[src/design/ssc_pkg.sv]
package ssc_pkg;

  // Register map of the serial-bus register file
  localparam logic [7:0] SSC_ADDR_SUBSAMPLE = 8'h41;
  localparam logic [7:0] SSC_ADDR_TRIGSTROBE = 8'h42;
  localparam logic [7:0] SSC_RST_SUBSAMPLE = 8'h10;
  localparam logic [7:0] SSC_RST_TRIGSTROBE = 8'h02;
  // Storage masks: bit 7 of both and bits 6 of the trigger register are unused
  localparam logic [7:0] SSC_MASK_SUBSAMPLE = 8'h7f;
  localparam logic [7:0] SSC_MASK_TRIGSTROBE = 8'h3f;

  // Sub-sample control fields
  localparam int SSC_COL_SKIP_LSB = 0;
  localparam int SSC_ROW_SKIP_LSB = 2;
  localparam int SSC_COLOR_KERNEL_BIT = 4;
  localparam int SSC_ROW_SUM_BIT = 5;

  // Trigger and strobe control fields
  localparam int SSC_SOFT_PULSE_BIT = 0;
  localparam int SSC_ALWAYS_ON_BIT = 1;
  localparam int SSC_EXT_GO_BIT = 2;
  localparam int SSC_STROBE_EN_BIT = 3;
  localparam int SSC_STROBE_WIDTH_BIT = 4;

  // Index widths of the readout counters
  localparam int SSC_IDX_W = 11;
  localparam int SSC_LINE_W = 16;
  localparam logic [1:0] SSC_SKIP_FULL = 2'h0;

  typedef struct packed {
    logic en;
    logic [7:0] addr;
    logic [7:0] data;
  } ssc_reg_wr_t;

  typedef struct packed {
    logic softPulse;
    logic alwaysOn;
    logic extEn;
  } ssc_go_ctrl_t;

  typedef enum logic [1:0] {
    SSC_IDLE,
    SSC_INTEG,
    SSC_READ
  } ssc_state_t;

  // Next selected row or column index: reads one kernel, then jumps the skipped ones
  function automatic logic [SSC_IDX_W-1:0] ssc_next_idx(input logic [SSC_IDX_W-1:0] idx,
                                                        input logic [1:0] field,
                                                        input logic colorSel);
    logic [SSC_IDX_W-1:0] period;
    period = colorSel ? (SSC_IDX_W'(2) << field) : (SSC_IDX_W'(1) << field);
    if (field == SSC_SKIP_FULL) begin
      ssc_next_idx = idx + SSC_IDX_W'(1);
    end else if (colorSel && !idx[0]) begin
      ssc_next_idx = idx + SSC_IDX_W'(1);
    end else if (colorSel) begin
      ssc_next_idx = idx - SSC_IDX_W'(1) + period;
    end else begin
      ssc_next_idx = idx + period;
    end
  endfunction : ssc_next_idx

endpackage : ssc_pkg

[src/design/ssc_frame_go.sv]
`timescale 1ns/10ps
// Internal frame trigger source: always-on, pin follower or one-cycle soft pulse
module ssc_frame_go
  import ssc_pkg::*;
(
  input wire logic ref_clk,
  input wire logic sys_rst,
  input wire ssc_go_ctrl_t goCtrl,
  input wire logic trigPin,
  output logic frameGo
);

  // Trigger selection; the soft pulse is a one-cycle write strobe
  always_ff @(posedge ref_clk) begin
    if (sys_rst) begin
      frameGo <= 1'b0;
    end else if (goCtrl.alwaysOn) begin
      frameGo <= 1'b1;
    end else if (goCtrl.softPulse) begin
      frameGo <= 1'b1;
    end else if (goCtrl.extEn) begin
      frameGo <= trigPin;
    end else begin
      frameGo <= 1'b0;
    end
  end

  property p_alwaysHigh;
    @(posedge ref_clk) disable iff (sys_rst) goCtrl.alwaysOn |=> frameGo;
  endproperty
  a_alwaysHigh: assert property (p_alwaysHigh) else $error("always-on did not hold go");

  property p_pinFollow;
    @(posedge ref_clk) disable iff (sys_rst)
      goCtrl.extEn && !goCtrl.alwaysOn && !goCtrl.softPulse |=> frameGo == $past(trigPin);
  endproperty
  a_pinFollow: assert property (p_pinFollow) else $error("go did not follow pin");

  property p_softOnce;
    @(posedge ref_clk) disable iff (sys_rst)
      goCtrl.softPulse ##1 (!goCtrl.softPulse && !goCtrl.alwaysOn && !goCtrl.extEn)
      |-> ##1 !frameGo;
  endproperty
  a_softOnce: assert property (p_softOnce) else $error("soft pulse longer than one cycle");

  property p_quiet;
    @(posedge ref_clk) disable iff (sys_rst)
      !goCtrl.softPulse && !goCtrl.alwaysOn && !goCtrl.extEn |=> !frameGo;
  endproperty
  a_quiet: assert property (p_quiet) else $error("go high with no source");

endmodule : ssc_frame_go

[src/design/ssc_readout_ctrl.sv]
`timescale 1ns/10ps
// Operation
// - Unselected pixels cost no readout cycles
// - Kernel bit clear: skip single rows, columns
// - Kernel bit set: skip rows, columns in pairs
// - Row field: full, 1/2, 1/4, 1/8
// - Column field selects pattern independently of rows
// - Binning bit sums even and odd rows
// - Strobe width: rest of integration once all rows integrate, or one line
// - Strobe only when enabled, single-frame mode
// - External enable makes trigger follow pin
// - Always-on bit holds trigger high
// - Soft bit gives one-cycle trigger pulse
// - Trigger stays low until soft bit rewritten
// - Single-frame: frames wait for trigger high
// - Single-frame select takes effect at frame end
module ssc_readout_ctrl
  import ssc_pkg::*;
#(
  parameter int WIN_ROWS = 1024,
  parameter int WIN_COLS = 1280,
  parameter int LINE_BLANK = 16
) (
  input wire logic ref_clk,
  input wire logic sys_rst,
  input wire ssc_reg_wr_t regWr,
  input wire logic [7:0] regRdAddr,
  output logic [7:0] regRdData,
  input wire logic trigPin,
  input wire logic singleFrameSel,
  input wire logic [11:0] integLines,
  output logic [SSC_IDX_W-1:0] rowAddr,
  output logic [SSC_IDX_W-1:0] colAddr,
  output logic pixelValid,
  output logic rowSumOut,
  output logic strobeOut,
  output logic frameActive
);

  localparam logic [SSC_IDX_W-1:0] LAST_ROW = SSC_IDX_W'(WIN_ROWS - 1);
  localparam logic [SSC_IDX_W-1:0] LAST_COL = SSC_IDX_W'(WIN_COLS - 1);
  localparam logic [SSC_LINE_W-1:0] LINE_CYCLES = SSC_LINE_W'(WIN_COLS + LINE_BLANK);
  localparam logic [SSC_LINE_W-1:0] BLANK_LAST = SSC_LINE_W'(LINE_BLANK - 1);
  localparam logic [11:0] ALL_ROWS_LINES = 12'(WIN_ROWS);

  logic [7:0] subsample_reg;
  logic [7:0] trigstrobe_reg;
  logic softPulse_reg;
  logic single_reg;
  logic frameGo;
  logic softPending_reg;
  ssc_state_t state_reg;
  logic [SSC_LINE_W-1:0] lineCyc_reg;
  logic [11:0] lineCnt_reg;
  logic [SSC_LINE_W-1:0] blank_reg;
  logic inBlank_reg;
  logic [1:0] rowField_reg;
  logic [1:0] colField_reg;
  logic color_reg;
  logic rowSum_reg;
  logic [SSC_IDX_W-1:0] colIdx_reg;
  logic [SSC_IDX_W-1:0] rowIdx_reg;
  logic [SSC_IDX_W-1:0] colNext;
  logic [SSC_IDX_W-1:0] rowNext;
  logic lineEnd;
  logic frameEnd;
  logic goNow;
  ssc_go_ctrl_t goCtrl;

  // Register writes; factory bits are stored as written, unused bits read zero
  always_ff @(posedge ref_clk) begin
    if (sys_rst) begin
      subsample_reg <= SSC_RST_SUBSAMPLE;
      trigstrobe_reg <= SSC_RST_TRIGSTROBE;
    end else if (regWr.en && regWr.addr == SSC_ADDR_SUBSAMPLE) begin
      subsample_reg <= regWr.data & SSC_MASK_SUBSAMPLE;
    end else if (regWr.en && regWr.addr == SSC_ADDR_TRIGSTROBE) begin
      trigstrobe_reg <= regWr.data & SSC_MASK_TRIGSTROBE & ~(8'h01 << SSC_SOFT_PULSE_BIT);
    end
  end

  // Soft trigger: a one written to the bit yields a single-cycle strobe
  always_ff @(posedge ref_clk) begin
    if (sys_rst) begin
      softPulse_reg <= 1'b0;
    end else begin
      softPulse_reg <= regWr.en && regWr.addr == SSC_ADDR_TRIGSTROBE &&
                       regWr.data[SSC_SOFT_PULSE_BIT];
    end
  end

  // Register read port, one cycle latency
  always_ff @(posedge ref_clk) begin
    if (sys_rst) begin
      regRdData <= 8'h00;
    end else if (regRdAddr == SSC_ADDR_SUBSAMPLE) begin
      regRdData <= subsample_reg;
    end else if (regRdAddr == SSC_ADDR_TRIGSTROBE) begin
      regRdData <= trigstrobe_reg;
    end else begin
      regRdData <= 8'h00;
    end
  end

  assign goCtrl = '{softPulse: softPulse_reg,
                    alwaysOn: trigstrobe_reg[SSC_ALWAYS_ON_BIT],
                    extEn: trigstrobe_reg[SSC_EXT_GO_BIT]};

  ssc_frame_go u_frame_go (
    .ref_clk(ref_clk),
    .sys_rst(sys_rst),
    .goCtrl(goCtrl),
    .trigPin(trigPin),
    .frameGo(frameGo)
  );

  // A soft pulse that lands mid-frame is held until the next frame start;
  // in continuous mode it is dropped so it cannot start a frame much later
  always_ff @(posedge ref_clk) begin
    if (sys_rst) begin
      softPending_reg <= 1'b0;
    end else if (softPulse_reg) begin
      softPending_reg <= 1'b1; // set wins over clear
    end else if (state_reg == SSC_IDLE || !single_reg) begin
      softPending_reg <= 1'b0;
    end
  end

  // Skipped pixels are jumped over, never clocked through
  assign colNext = ssc_next_idx(colIdx_reg, colField_reg, color_reg);
  assign rowNext = rowSum_reg ?
                   ssc_next_idx(rowIdx_reg >> 1, rowField_reg, color_reg) << 1 :
                   ssc_next_idx(rowIdx_reg, rowField_reg, color_reg);
  assign lineEnd = inBlank_reg && blank_reg == BLANK_LAST;
  assign frameEnd = lineEnd && (rowNext > LAST_ROW || rowNext < rowIdx_reg);
  assign goNow = frameGo || softPending_reg;

  // Capture mode changes only between frames
  always_ff @(posedge ref_clk) begin
    if (sys_rst) begin
      single_reg <= 1'b0;
    end else if ((state_reg == SSC_IDLE && !(single_reg && goNow)) || frameEnd) begin
      single_reg <= singleFrameSel;
    end
  end

  // Frame sequencer
  always_ff @(posedge ref_clk) begin
    if (sys_rst) begin
      state_reg <= SSC_IDLE;
    end else begin
      case (state_reg)
        SSC_IDLE: begin
          if (!single_reg) begin
            state_reg <= SSC_READ;
          end else if (goNow) begin
            state_reg <= SSC_INTEG;
          end
        end
        SSC_INTEG: begin
          if (lineCyc_reg == LINE_CYCLES - SSC_LINE_W'(1) && lineCnt_reg + 12'h001 >= integLines) begin
            state_reg <= SSC_READ;
          end
        end
        SSC_READ: begin
          if (frameEnd) begin
            state_reg <= SSC_IDLE;
          end
        end
        default: state_reg <= SSC_IDLE;
      endcase
    end
  end

  // Integration timing in whole line times
  always_ff @(posedge ref_clk) begin
    if (sys_rst || state_reg != SSC_INTEG) begin
      lineCyc_reg <= '0;
      lineCnt_reg <= '0;
    end else if (lineCyc_reg == LINE_CYCLES - SSC_LINE_W'(1)) begin
      lineCyc_reg <= '0;
      lineCnt_reg <= lineCnt_reg + 12'h001;
    end else begin
      lineCyc_reg <= lineCyc_reg + SSC_LINE_W'(1);
    end
  end

  // Sampling pattern is frozen for the whole frame
  always_ff @(posedge ref_clk) begin
    if (sys_rst) begin
      rowField_reg <= SSC_SKIP_FULL;
      colField_reg <= SSC_SKIP_FULL;
      color_reg <= 1'b1;
      rowSum_reg <= 1'b0;
    end else if (state_reg == SSC_IDLE) begin
      rowField_reg <= subsample_reg[SSC_ROW_SKIP_LSB +: 2];
      colField_reg <= subsample_reg[SSC_COL_SKIP_LSB +: 2];
      color_reg <= subsample_reg[SSC_COLOR_KERNEL_BIT];
      rowSum_reg <= subsample_reg[SSC_ROW_SUM_BIT];
    end
  end

  // Pixel walk: selected columns, then line blanking, then next selected row
  always_ff @(posedge ref_clk) begin
    if (sys_rst || state_reg != SSC_READ) begin
      colIdx_reg <= '0;
      rowIdx_reg <= '0;
      inBlank_reg <= 1'b0;
      blank_reg <= '0;
    end else if (inBlank_reg) begin
      blank_reg <= blank_reg + SSC_LINE_W'(1);
      if (lineEnd) begin
        inBlank_reg <= 1'b0;
        blank_reg <= '0;
        colIdx_reg <= '0;
        rowIdx_reg <= frameEnd ? '0 : rowNext;
      end
    end else if (colNext > LAST_COL || colNext < colIdx_reg) begin
      inBlank_reg <= 1'b1;
    end else begin
      colIdx_reg <= colNext;
    end
  end

  // Frame, pixel and binning outputs, one stage behind the walk so they align
  always_ff @(posedge ref_clk) begin
    if (sys_rst) begin
      rowSumOut <= 1'b0;
      frameActive <= 1'b0;
      pixelValid <= 1'b0;
      colAddr <= '0;
      rowAddr <= '0;
    end else begin
      rowSumOut <= rowSum_reg && state_reg == SSC_READ;
      frameActive <= state_reg == SSC_READ;
      pixelValid <= state_reg == SSC_READ && !inBlank_reg;
      colAddr <= colIdx_reg;
      rowAddr <= rowIdx_reg;
    end
  end

  // Strobe: all rows integrate once a full frame of line times has passed
  always_ff @(posedge ref_clk) begin
    if (sys_rst) begin
      strobeOut <= 1'b0;
    end else if (!trigstrobe_reg[SSC_STROBE_EN_BIT] || !single_reg ||
                 state_reg != SSC_INTEG) begin
      strobeOut <= 1'b0;
    end else if (trigstrobe_reg[SSC_STROBE_WIDTH_BIT]) begin
      strobeOut <= lineCnt_reg >= ALL_ROWS_LINES;
    end else begin
      strobeOut <= lineCnt_reg == ALL_ROWS_LINES;
    end
  end

  property p_resetValues;
    @(posedge ref_clk) $past(sys_rst) && !sys_rst |->
      subsample_reg == SSC_RST_SUBSAMPLE && trigstrobe_reg == SSC_RST_TRIGSTROBE;
  endproperty
  a_resetValues: assert property (p_resetValues) else $error("bad reset values");

  property p_strobeGated;
    @(posedge ref_clk) disable iff (sys_rst)
      strobeOut |-> $past(trigstrobe_reg[SSC_STROBE_EN_BIT]) && $past(single_reg);
  endproperty
  a_strobeGated: assert property (p_strobeGated) else $error("strobe while disabled");

  property p_strobeEndsAtRead;
    @(posedge ref_clk) disable iff (sys_rst)
      strobeOut && state_reg == SSC_READ |=> !strobeOut;
  endproperty
  a_strobeEndsAtRead: assert property (p_strobeEndsAtRead) else $error("strobe past readout");

  property p_contIgnoresGo;
    @(posedge ref_clk) disable iff (sys_rst) !single_reg |-> state_reg != SSC_INTEG;
  endproperty
  a_contIgnoresGo: assert property (p_contIgnoresGo) else $error("trigger used in continuous");

  property p_waitForGo;
    @(posedge ref_clk) disable iff (sys_rst)
      state_reg == SSC_IDLE && single_reg && !goNow |=> state_reg == SSC_IDLE;
  endproperty
  a_waitForGo: assert property (p_waitForGo) else $error("frame started without trigger");

  property p_monoEighth;
    @(posedge ref_clk) disable iff (sys_rst)
      pixelValid && !color_reg && colField_reg == 2'h3 |-> colAddr[2:0] == 3'h0;
  endproperty
  a_monoEighth: assert property (p_monoEighth) else $error("mono 1/8 column wrong");

  property p_colorHalf;
    @(posedge ref_clk) disable iff (sys_rst)
      pixelValid && color_reg && colField_reg == 2'h1 |-> colAddr[1] == 1'b0;
  endproperty
  a_colorHalf: assert property (p_colorHalf) else $error("colour 1/2 column wrong");

  property p_binEven;
    @(posedge ref_clk) disable iff (sys_rst) rowSumOut |-> !rowAddr[0];
  endproperty
  a_binEven: assert property (p_binEven) else $error("summed row pair misaligned");

endmodule : ssc_readout_ctrl
[config.mk]
export PLATFORM = sky130hd
export DESIGN_NAME = ssc_readout_ctrl
export DESIGN_NICKNAME = d
export VERILOG_FILES = /design/src/design/ssc_pkg.sv /design/src/design/ssc_frame_go.sv /design/src/design/ssc_readout_ctrl.sv
export SDC_FILE = /design/constraint.sdc
export NUM_CORES = 1
export LEC_CHECK = 0
export ABC_CLOCK_PERIOD_IN_PS = 5040
export BUFFER_PORTS_ARGS = -buffer_cell sky130_fd_sc_hd__buf_4
export CORE_MARGIN = 3
export CORE_UTILIZATION = 45
export DETAILED_ROUTE_END_ITERATION = 10
export PLACE_DENSITY = 0.65
export SLEW_MARGIN = 30
export SYNTH_ARGS = -nofsm -noshare
export SYNTH_HDL_FRONTEND = slang
export SYNTH_SLANG_ARGS = --single-unit
[constraint.sdc]
create_clock -name ref_clk -period 5.04 [get_ports ref_clk]
set_clock_uncertainty 0.05 [all_clocks]
set_input_delay 1.008 -clock ref_clk [delete_from_list [all_inputs] [get_ports ref_clk]]
set_output_delay 1.008 -clock ref_clk [all_outputs]
set_load 0.03 [all_outputs]
==> results.txt, run 1 <==
Mapped Avg Cell Area: 8.187 µm²
Final TNS setup: 0 ns
Total internal power: 2.134 mW
Overall routed net length: 24.49 mm
Fraction of the cycle the final worst path needs: 98.35%
Max_cap viols: 0
Transition at the pin with the smallest max-transition slack: 0.9818 ns
Total Nets Final: 1380
Clock slew seen by the registers of the worst setup and hold paths: 0.06 ns
CP endpoint: single_reg$_SDFFE_PP0P_
Maximum operating frequency: 201.7 MHz
Run status: finished clean
Initial DRT Pass Iterations: 5
Pin count of the biggest net entering global routing: 46
Critical path capture point type: flop
Leak pwr: 4.833 nW
Number of hold buffers added after CTS: 0
Routed wirelength normalized by instance count: 16.37 µm
Detailed Place HPWL: 17.93 mm
Bufs on Longest Clock Path: 2
RSZ-0062 raised after global routing: true
Min Hold Slack: 0.3962 ns
Cell with the most instances after synthesis: nor2_1
Share of the synthesized area in the top cell type: 27.19%
Finished Core Util: 55.91%
Maximum resistive drop on vdd: 0.2559 mV
Warnings, synthesis: 0
Element type at the critical path start: flop
Dpl cell area: 10190 µm²
Post-Syn Area: 9129 µm²
Critical register-to-register path endpoint: single_reg$_SDFFE_PP0P_
Number of failing hold endpoints at the final stage: 0
Areal power density over the cells: 285.2 nW/µm²
Post-layout instance area: 11020 µm²
Number of clock sinks: 124
Global-route usage over all layers: 22.11%
Initial antenna violation count: 0
Placed insts: 1460
I/O pin count: 75
Port buffer count: 72
Fraction of layout instances using a drive strength above 1: 16.98%
Cell taking the most area after synthesis: dfxtp_1
Total power of the final layout: 3.144 mW
Antenna Nets Post-Route: 0
Primary FF master, synth: dfxtp_1
Critical path origin: color_reg$_SDFFE_PP1P_
Switching power total: 1.010 mW
Horizontal die dimension: 148.4 µm
Critical setup path kind: flop to flop
Async set-or-reset flop fraction in the synthesized netlist: 0%
Wire length of the first global-routing pass: 39.66 mm
Library cells used by synthesis: 76
Residual DRC count: 0
TritonCTS clock tree: yes
RR Startpoint: color_reg$_SDFFE_PP1P_
Combinational share of power: 26.1%
Worst Reg-to-Reg Cells: 22
Vias in the first global route: 7883
Setup-violating endpoint count in the final report: 0
Die span in y: 148.4 µm
Class of the most critical hold timing path: flop to flop
Latest clock arrival within the worst-skew pair: 0.42 ns
Portion of total power attributed to sequential cells: 32.6%
Worst setup slack before clock tree synthesis: -0.05388 ns
Number of flops mapped to enable cells by yosys: 0
H-Tree Level Count: 4
Synth Instances: 1115
Synthesis-to-layout area growth: 20.76%
Finished Layout Cells: 1496
Max_slew headroom: 34.31%
Vias post-DR: 8300
Synth Register Bits: 124
Critical Path AT: 5.25 ns
Diode count: 0
Core area: 19720 µm²
Leftover overflow at the end of global routing: 0
Initial core utilization: 46.30%
Number of buffers inserted during clock tree synthesis: 17
Vias per cell: 5.548
Number of DRC violations after detailed-routing iteration 0: 545
Die footprint: 22030 µm²
Minimum setup slack in the final design: 0.08327 ns
Switching part of the total: 32.14%
Portion of the post-synthesis area used by sequential elements: 27.19%
Top area cells in the synthesized netlist: dfxtp_1, ha_1, nor2_1, xnor2_1, xor2_1
Worst reg2reg setup slack: 0.08 ns
Clock period minus worst slack: 4.957 ns
Clock tree root buffer cell: clkbuf_16
Share of power burned in the clock network: 41.3%
Standard-cell rows: 51
Gp weighted congestion: 0.9258
Top cell types by occurrence after synthesis: nor2_1, dfxtp_1, ha_1
Largest fanout on the critical path: 4
Synthesized netlist net count: 1276
Final Max Slew Viols: 0
Required time of the critical path: 5.33 ns
Number of filler instances in the final layout: 1820
[power groups by stage]
stage                     Sequential [mW]  Combinational (mW)  Clock [mW]
after floorplan                      1.05               0.501           0
after global placement               1.04               0.736           0
after detailed placement             1.05               0.741           0
after CTS                            1.02               0.757        1.32
after global routing                 1.03               0.905        1.36
final                                1.02               0.821        1.30
[worst min path at each step]
stage,from,end,slack [ns],depth (start not counted)
finish,lineCyc_reg[0]$_SDFF_PP0_,lineCyc_reg[0]$_SDFF_PP0_,0.40,1
global route,lineCyc_reg[0]$_SDFF_PP0_,lineCyc_reg[0]$_SDFF_PP0_,0.43,1
detailed placement,lineCyc_reg[0]$_SDFF_PP0_,lineCyc_reg[0]$_SDFF_PP0_,0.39,1
floorplan,lineCyc_reg[0]$_SDFF_PP0_,lineCyc_reg[0]$_SDFF_PP0_,0.36,1
global placement,lineCyc_reg[0]$_SDFF_PP0_,lineCyc_reg[0]$_SDFF_PP0_,0.38,1
CTS,lineCyc_reg[0]$_SDFF_PP0_,lineCyc_reg[0]$_SDFF_PP0_,0.40,1
[final cells by class]
class | count | area (µm²) | area share, %
Multi-Input combinational cell | 861 | 6314 | 57.27
Timing Repair Buffer | 126 | 947.2 | 8.592
Sequential cell | 124 | 2485 | 22.54
Clock inverter | 14 | 185.2 | 1.680
Clock buffer | 17 | 425.4 | 3.859
Tap cell | 265 | 331.6 | 3.008
Inverter | 89 | 336.6 | 3.053
[layer usage]
metal  vias up  part of all wire (%)  global-route usage, %
met5         -                     0                      0
met4         0                   2.0                  6.975
met3        44                   4.7                  3.138
met2       229                    45                  34.55
met1      3856                    48                  31.60
li1       4171                     -                      -
[cell families (layout without fill, tap and decap cells)]
group	count (synthesis)	after routing	synth area share (%)
adders and majority gates	120	120	16.94
xor gates and xnor gates	88	88	8.525
other	1	1	0.04108
AOI/OAI and AO/OA	272	272	20.35
buffers and inverters	130	246	5.619
muxes	21	21	2.330
and+or+nand+nor	359	359	19.00
DFF	124	124	27.19
[layout by cell type, fill, tap and decap left out, types with 9 or more instances in the layout]
cell type	instances
o21ai_0	47
inv_1	84
nand3_1	34
nand4_1	19
mux2i_1	19
and3_1	15
a32o_1	12
xnor2_1	48
clkbuf_16	17
o211ai_1	21
nand2b_1	11
or3_1	9
nor3_1	13
a21o_1	14
o22ai_1	12
a31oi_1	9
ha_1	109
a211oi_1	14
dfxtp_1	122
nand2_1	83
xor2_1	39
nor2_1	126
a21oi_1	61
o21bai_1	11
buf_4	124
[critical path, cell delays in order, from the launching register on]
cell	delay [ns]
dfxtp_2	0.33
inv_2	0.05
ha_4	0.28
nand2b_4	0.06
ha_4	0.26
inv_2	0.04
ha_4	0.15
fa_2	0.39
a21o_1	0.22
a221o_1	0.39
o41ai_4	0.39
xnor2_1	0.17
nand3_1	0.10
a311o_1	0.37
o311ai_4	0.10
ha_1	0.20
and4_4	0.22
o211ai_1	0.09
nand2_1	0.13
or4b_1	0.45
nand4_1	0.16
o311ai_1	0.14
a21oi_2	0.14
[what timing repair did]
item                       in CTS  in global routing
hold endpoints to repair        0                  0
resized for setup               5                 35
setup buffers                   0                  4
pin swaps                       0                 21
gates cloned                    0                  1
setup endpoints to repair      11                 24
Power figures use the tool's default switching activity.
==> inputs of run 2 (changes only) <==
--- a/config.mk
+++ b/config.mk
@@ -5,12 +5,11 @@
 export SDC_FILE = /design/constraint.sdc
 export NUM_CORES = 1
 export LEC_CHECK = 0
-export ABC_CLOCK_PERIOD_IN_PS = 5040
+export ABC_CLOCK_PERIOD_IN_PS = 6010
 export BUFFER_PORTS_ARGS = -buffer_cell sky130_fd_sc_hd__buf_4
 export CORE_MARGIN = 3
 export CORE_UTILIZATION = 45
 export DETAILED_ROUTE_END_ITERATION = 10
-export PLACE_DENSITY = 0.65
 export SLEW_MARGIN = 30
 export SYNTH_ARGS = -nofsm -noshare
 export SYNTH_HDL_FRONTEND = slang
==> constraint.sdc (replaced) <==
create_clock -name ref_clk -period 6.01 [get_ports ref_clk]
set_clock_uncertainty 0.05 [all_clocks]
set_input_delay 1.202 -clock ref_clk [delete_from_list [all_inputs] [get_ports ref_clk]]
set_output_delay 1.202 -clock ref_clk [all_outputs]
set_load 0.03 [all_outputs]
==> results.txt, run 2 (synthesis gave the netlist of run 1 again) <==
Run status: finished clean
Critical register-to-register path endpoint: single_reg$_SDFFE_PP0P_
Number of hold buffers added after CTS: 0 (unchanged)
Vias in the first global route: 7795 (-1.1%)
Bufs on Longest Clock Path: 2 (unchanged)
RSZ-0062 raised after global routing: false
Finished Layout Cells: 1448 (-3.2%)
Buffers inserted by post-CTS timing repair: 0 (unchanged)
I/O pin count: 75 (unchanged)
Antenna Nets Post-Route: 0 (unchanged)
Top library cells by usage in the layout, fill and taps aside: nor2_1, dfxtp_1, ha_1, inv_1, nand2_1
Latest clock arrival within the worst-skew pair: 0.42 ns (about the same)
Element type at the critical path start: flop
Maximum operating frequency: 181.5 MHz (-10%)
Total Nets Final: 1331 (-3.6%)
Detailed Place HPWL: 17.86 mm (-0.41%)
Minimum setup slack in the final design: 0.5001 ns (+0.4168 ns)
Core area: 19720 µm² (unchanged)
Residual DRC count: 0 (unchanged)
Fraction of layout instances using a drive strength above 1: 11.07% (-5.9 points)
Min Hold Slack: 0.4022 ns (+0.006074 ns)
Synthesis-to-layout area growth: 14.32%
Leftover overflow at the end of global routing: 0 (unchanged)
Critical Path AT: 5.81 ns (+0.56 ns)
Post-layout instance area: 10440 µm² (-5.3%)
Routed wirelength normalized by instance count: 16.48 µm (+0.67%)
Die span in y: 148.4 µm (unchanged)
Largest fanout on the critical path: 23 (+19)
Number of clock sinks: 124 (unchanged)
Clock tree root buffer cell: clkbuf_16
Max_cap viols: 0 (unchanged)
TritonCTS clock tree: yes
Port buffer count: 72 (unchanged)
Critical path capture point type: flop
Gp weighted congestion: 0.9144 (-1.2%)
Vias per cell: 5.581 (+0.59%)
Standard-cell rows: 51 (unchanged)
Diode count: 0 (unchanged)
Worst Reg-to-Reg Cells: 22 (unchanged)
Areal power density over the cells: 235.7 nW/µm² (-17%)
Transition at the pin with the smallest max-transition slack: 0.9125 ns (-0.06929 ns)
Initial antenna violation count: 0 (unchanged)
Clock period minus worst slack: 5.510 ns (+0.5532 ns)
Initial DRT Pass Iterations: 5 (unchanged)
Overall routed net length: 23.87 mm (-2.6%)
Number of DRC violations after detailed-routing iteration 0: 577 (+5.9%)
Finished Core Util: 52.93% (-3.0 points)
Placed insts: 1416 (-3.0%)
PostCTS Resize Cnt: 0 (-5)
Initial core utilization: 46.30% (unchanged)
Area taken by flip-flops and latches: 2482 µm² (-0.10%)
Class of the most critical hold timing path: flop to flop
Fraction of the cycle the final worst path needs: 91.68% (-6.7 points)
Die footprint: 22030 µm² (unchanged)
Worst setup slack before clock tree synthesis: 0.5515 ns (+0.6054 ns)
Max_slew headroom: 39.04% (+4.7 points)
Clock slew seen by the registers of the worst setup and hold paths: 0.06 ns (about the same)
Horizontal die dimension: 148.4 µm (unchanged)
Critical path origin: color_reg$_SDFFE_PP1P_
Vias post-DR: 8081 (-2.6%)
Leak pwr: 4.540 nW (-6.1%)
Total power of the final layout: 2.460 mW (-22%)
Commonest non-fill, non-tap cell in the layout: nor2_1
Worst reg2reg setup slack: 0.50 ns (+0.42 ns)
Critical setup path kind: flop to flop
H-Tree Level Count: 4 (unchanged)
Setup-violating endpoint count in the final report: 0 (unchanged)
RR Startpoint: color_reg$_SDFFE_PP1P_
Worst hold path cell count: 1 (unchanged)
Maximum resistive drop on vdd: 0.2138 mV (-16%)
Pin count of the biggest net entering global routing: 46 (unchanged)
Multi-input gate area: 6145 µm² (-2.7%)
Global-route usage over all layers: 22.34% (+0.23 points)
Final Max Slew Viols: 0 (unchanged)
Wire length of the first global-routing pass: 39.96 mm (+0.76%)
Number of filler instances in the final layout: 1903 (+4.6%)
Number of failing hold endpoints at the final stage: 0 (unchanged)
Number of buffers inserted during clock tree synthesis: 17 (unchanged)
Dpl cell area: 9859 µm² (-3.3%)
Min-Delay Startpoint: lineCyc_reg[0]$_SDFF_PP0_
Required time of the critical path: 6.31 ns (+0.98 ns)
Final TNS setup: 0 ns (unchanged)
Hold-critical path endpoint: lineCyc_reg[0]$_SDFF_PP0_
-- run 2: cell count changes in the layout (fill, tap and decap cells not counted), sizes merged --
cell / before / now
clkinv: 2 / 6
bufinv: 3 / 1
clkinvlp: 2 / 1
inv: 96 / 95
buf: 126 / 77
clkbuf: 17 / 18
-- run 2: per-layer routing --
metal  track usage (%)  routed length (µm)  vias up  share of wire, %
met3             3.413                1151       34               4.8
met4             6.928                 478        0               2.0
met2             35.42               10750      214                45
met1             31.38               11480     3767                48
met5                 0                   0        -                 0
li1                  -                   -     4066                 -
-- run 2: worst max-delay path, cell delays in order, from the launching register on --
cell	delay (ns)
dfxtp_1	0.37
buf_4	0.32
ha_1	0.22
mux2_2	0.19
inv_1	0.08
ha_1	0.35
inv_1	0.10
fa_1	0.47
a21o_1	0.22
a221o_1	0.33
o41ai_1	0.33
xnor2_1	0.15
nand3_1	0.10
a311o_1	0.15
o311ai_0	0.22
ha_1	0.39
and4_1	0.23
o211ai_1	0.10
nand2_1	0.13
or4b_1	0.45
nand4_1	0.17
o311ai_0	0.15
a21oi_1	0.15
-- run 2: worst max-delay path by stage --
stage | end | cells past startpoint
6_report | single_reg$_SDFFE_PP0P_ | 22
5_1_grt | single_reg$_SDFFE_PP0P_ | 22
4_1_cts | single_reg$_SDFFE_PP0P_ | 22
3_5_place_dp | single_reg$_SDFFE_PP0P_ | 22
3_3_place_gp | single_reg$_SDFFE_PP0P_ | 22
2_1_floorplan | single_reg$_SDFFE_PP0P_ | 23
-- run 2: area by class of cell --
| type | count | area share, % |
|---|---|---|
| tap | 265 | 3.177 |
| timing repair buffer | 77 | 5.539 |
| inverter | 89 | 3.201 |
| sequential | 124 | 23.79 |
| multi-input combinational | 861 | 58.88 |
| clock buffer | 18 | 4.112 |
| clock inverter | 14 | 1.307 |
-- run 2: power by group --
part           internal (mW)  switching [mW]  leakage [nW]  total, mW
sequential             0.841          0.0193          1.00      0.860
clock                  0.579           0.433         0.279       1.01
combinational          0.220           0.368          3.26      0.588
total                   1.64           0.820          4.54       2.46
==> inputs of run 3 (changes only) <==
--- a/config.mk
+++ b/config.mk
@@ -7,9 +7,9 @@
 export LEC_CHECK = 0
 export ABC_CLOCK_PERIOD_IN_PS = 6010
 export BUFFER_PORTS_ARGS = -buffer_cell sky130_fd_sc_hd__buf_4
-export CORE_MARGIN = 3
-export CORE_UTILIZATION = 45
+export CORE_UTILIZATION = 40
 export DETAILED_ROUTE_END_ITERATION = 10
+export PLACE_DENSITY_LB_ADDON = 0.2
 export SLEW_MARGIN = 30
 export SYNTH_ARGS = -nofsm -noshare
 export SYNTH_HDL_FRONTEND = slang
==> results.txt, run 3 (synthesis gave the netlist of run 1 again) <==
Placed insts: 1429 (+0.92%)
Final Max Slew Viols: 0 (unchanged)
Number of buffers inserted during clock tree synthesis: 17 (unchanged)
Max_cap viols: 0 (unchanged)
Vias in the first global route: 7920 (+1.6%)
Share of power burned in the clock network: 42.3% (+1.2 points)
Combined buffer and inverter count along the critical path: 2 (-1)
Leftover overflow at the end of global routing: 0 (unchanged)
Depth of the critical timing path with buffers and inverters included: 23 (+4.5%)
Top library cells by usage in the layout, fill and taps aside: nor2_1, dfxtp_1, ha_1, inv_1, nand2_1
Fraction of layout instances using a drive strength above 1: 11.01% (-0.066 points)
PostCTS Resize Cnt: 0 (unchanged)
Gate family responsible for the most delay along the worst path: compound AO/OA/AOI/OAI gates
Switching part of the total: 31.76% (-1.6 points)
Final TNS setup: 0 ns (unchanged)
Finished Core Util: 47.44% (-5.5 points)
RR Startpoint: color_reg$_SDFFE_PP1P_
Highest-delay cell along the critical path: or4b_1
Antenna Nets Post-Route: 0 (unchanged)
Maximum cell stage delay along the critical path: 0.45 ns (-0.02 ns)
Transition at the pin with the smallest max-transition slack: 0.9387 ns (+0.02625 ns)
Routed wirelength normalized by instance count: 16.20 µm (-1.7%)
Min Hold Slack: 0.3993 ns (-0.002944 ns)
Max_slew headroom: 37.28% (-1.8 points)
Initial antenna violation count: 0 (unchanged)
CP endpoint: single_reg$_SDFFE_PP0P_
Crit path cell chain: inv_2 > ha_1 > nand2b_1 > ha_1 > inv_1 > ha_1 > fa_1 > a21o_1 > a221o_1 > o41ai_1 > xnor2_1 > nand3_1 > a311o_1 > o311ai_0 > ha_1 > nand2_1 > o21ai_0 > a21oi_1 > nand2_1 > or4b_1 > nand4_1 > o311ai_0 > a21oi_1
Critical setup path kind: flop to flop
Core area: 22090 µm² (+12%)
Die footprint: 23430 µm² (+6.3%)
Maximum resistive drop on vdd: 0.1512 mV (-29%)
H-Tree Level Count: 4 (unchanged)
Critical path capture point type: flop
Residual DRC count: 0 (unchanged)
Number of clock sinks: 124 (unchanged)
Number of DRC violations after detailed-routing iteration 0: 640 (+11%)
Overall routed net length: 23.67 mm (-0.80%)
Bufs on Longest Clock Path: 2 (unchanged)
Gp weighted congestion: 0.8601 (-5.9%)
Pin count of the biggest net entering global routing: 46 (unchanged)
Standard-cell rows: 54 (+5.9%)
Dpl cell area: 9863 µm² (about the same)
Initial core utilization: 41.32% (-5.0 points)
Areal power density over the cells: 240.2 nW/µm² (+1.9%)
TritonCTS clock tree: yes
Horizontal die dimension: 153.1 µm (+3.1%)
Worst reg2reg setup slack: 0.42 ns (-0.09 ns)
Diode count: 0 (unchanged)
Required time of the critical path: 6.30 ns (about the same)
Number of hold buffers added after CTS: 0 (unchanged)
Maximum operating frequency: 178.7 MHz (-1.5%)
RSZ-0062 raised after global routing: false
Leak pwr: 4.553 nW (+0.30%)
Worst hold path cell count: 1 (unchanged)
Fraction of the cycle the final worst path needs: 93.09% (+1.4 points)
Vias per cell: 5.547 (-0.61%)
Critical register-to-register path endpoint: single_reg$_SDFFE_PP0P_
Clock tree root buffer cell: clkbuf_16
Switching power total: 0.7996 mW (-2.5%)
Wire length of the first global-routing pass: 39.52 mm (-1.1%)
Worst Reg-to-Reg Cells: 23 (+4.5%)
Post-layout instance area: 10480 µm² (+0.43%)
Vias post-DR: 8104 (+0.28%)
Critical Path AT: 5.89 ns (+0.08 ns)
Largest fanout on the critical path: 11 (-52%)
Element type at the critical path start: flop
Setup-violating endpoint count in the final report: 0 (unchanged)
Die span in y: 153.1 µm (+3.1%)
Port buffer count: 72 (unchanged)
Critical path origin: color_reg$_SDFFE_PP1P_
Portion of total power attributed to sequential cells: 34.2% (-0.8 points)
Synthesis-to-layout area growth: 14.82%
Global-route usage over all layers: 20.95% (-1.4 points)
Finished Layout Cells: 1461 (+0.90%)
Commonest non-fill, non-tap cell in the layout: nor2_1
Combinational share of power: 23.5% (-0.4 points)
Class of the most critical hold timing path: flop to flop
Initial DRT Pass Iterations: 5 (unchanged)
Run status: finished clean
Clock slew seen by the registers of the worst setup and hold paths: 0.06 ns (about the same)
Detailed Place HPWL: 17.74 mm (-0.64%)
Latest clock arrival within the worst-skew pair: 0.43 ns (about the same)
Buffers inserted by post-CTS timing repair: 0 (unchanged)
Number of failing hold endpoints at the final stage: 0 (unchanged)
Total Nets Final: 1329 (-0.15%)
I/O pin count: 75 (unchanged)
Total internal power: 1.718 mW (+4.8%)
Critical path's most frequent cell: ha_1
Clock period minus worst slack: 5.595 ns (+0.08507 ns)
## run 3: how the worst min path moves through the flow
stage | start | end
final | lineCyc_reg[0]$_SDFF_PP0_ | lineCyc_reg[0]$_SDFF_PP0_
after global routing | lineCyc_reg[0]$_SDFF_PP0_ | lineCyc_reg[0]$_SDFF_PP0_
after CTS | lineCyc_reg[0]$_SDFF_PP0_ | lineCyc_reg[0]$_SDFF_PP0_
after detailed placement | lineCyc_reg[0]$_SDFF_PP0_ | lineCyc_reg[0]$_SDFF_PP0_
after global placement | lineCyc_reg[0]$_SDFF_PP0_ | lineCyc_reg[0]$_SDFF_PP0_
after floorplan | lineCyc_reg[0]$_SDFF_PP0_ | lineCyc_reg[0]$_SDFF_PP0_
## run 3: stage by stage
step	setup slack (ns)	total power [mW]
after floorplan	1.079	1.300
after global placement	0.5408	1.461
after detailed placement	0.5076	1.467
after CTS	0.4684	2.547
after global routing	0.09893	2.661
final	0.4150	2.517
## run 3: routing by layer
layer  GRT usage [%]  vias to the layer above  part of all wire (%)
met5               0                        -                     0
met4           7.937                        0                   1.9
met3           3.572                       35                   4.3
met2           35.46                      195                    48
met1           26.51                     3813                    46
li1                -                     4061                     -
## run 3: power groups by stage
stage	Sequential [mW]	Clock (mW)	Combinational [mW]
3_3_place_gp	0.878	0	0.583
5_1_grt	0.863	1.13	0.667
4_1_cts	0.860	1.09	0.594
2_1_floorplan	0.880	0	0.420
3_5_place_dp	0.879	0	0.589
6_report	0.861	1.06	0.592
## run 3: layout make-up
class	instances	area (µm²)
Fill cell	2176	11610
Multi-Input combinational cell	861	6143
Sequential cell	124	2482
Timing Repair Buffer	75	563.0
Clock buffer	17	425.4
Tap cell	280	350.3
Inverter	89	334.1
Clock inverter	15	182.7
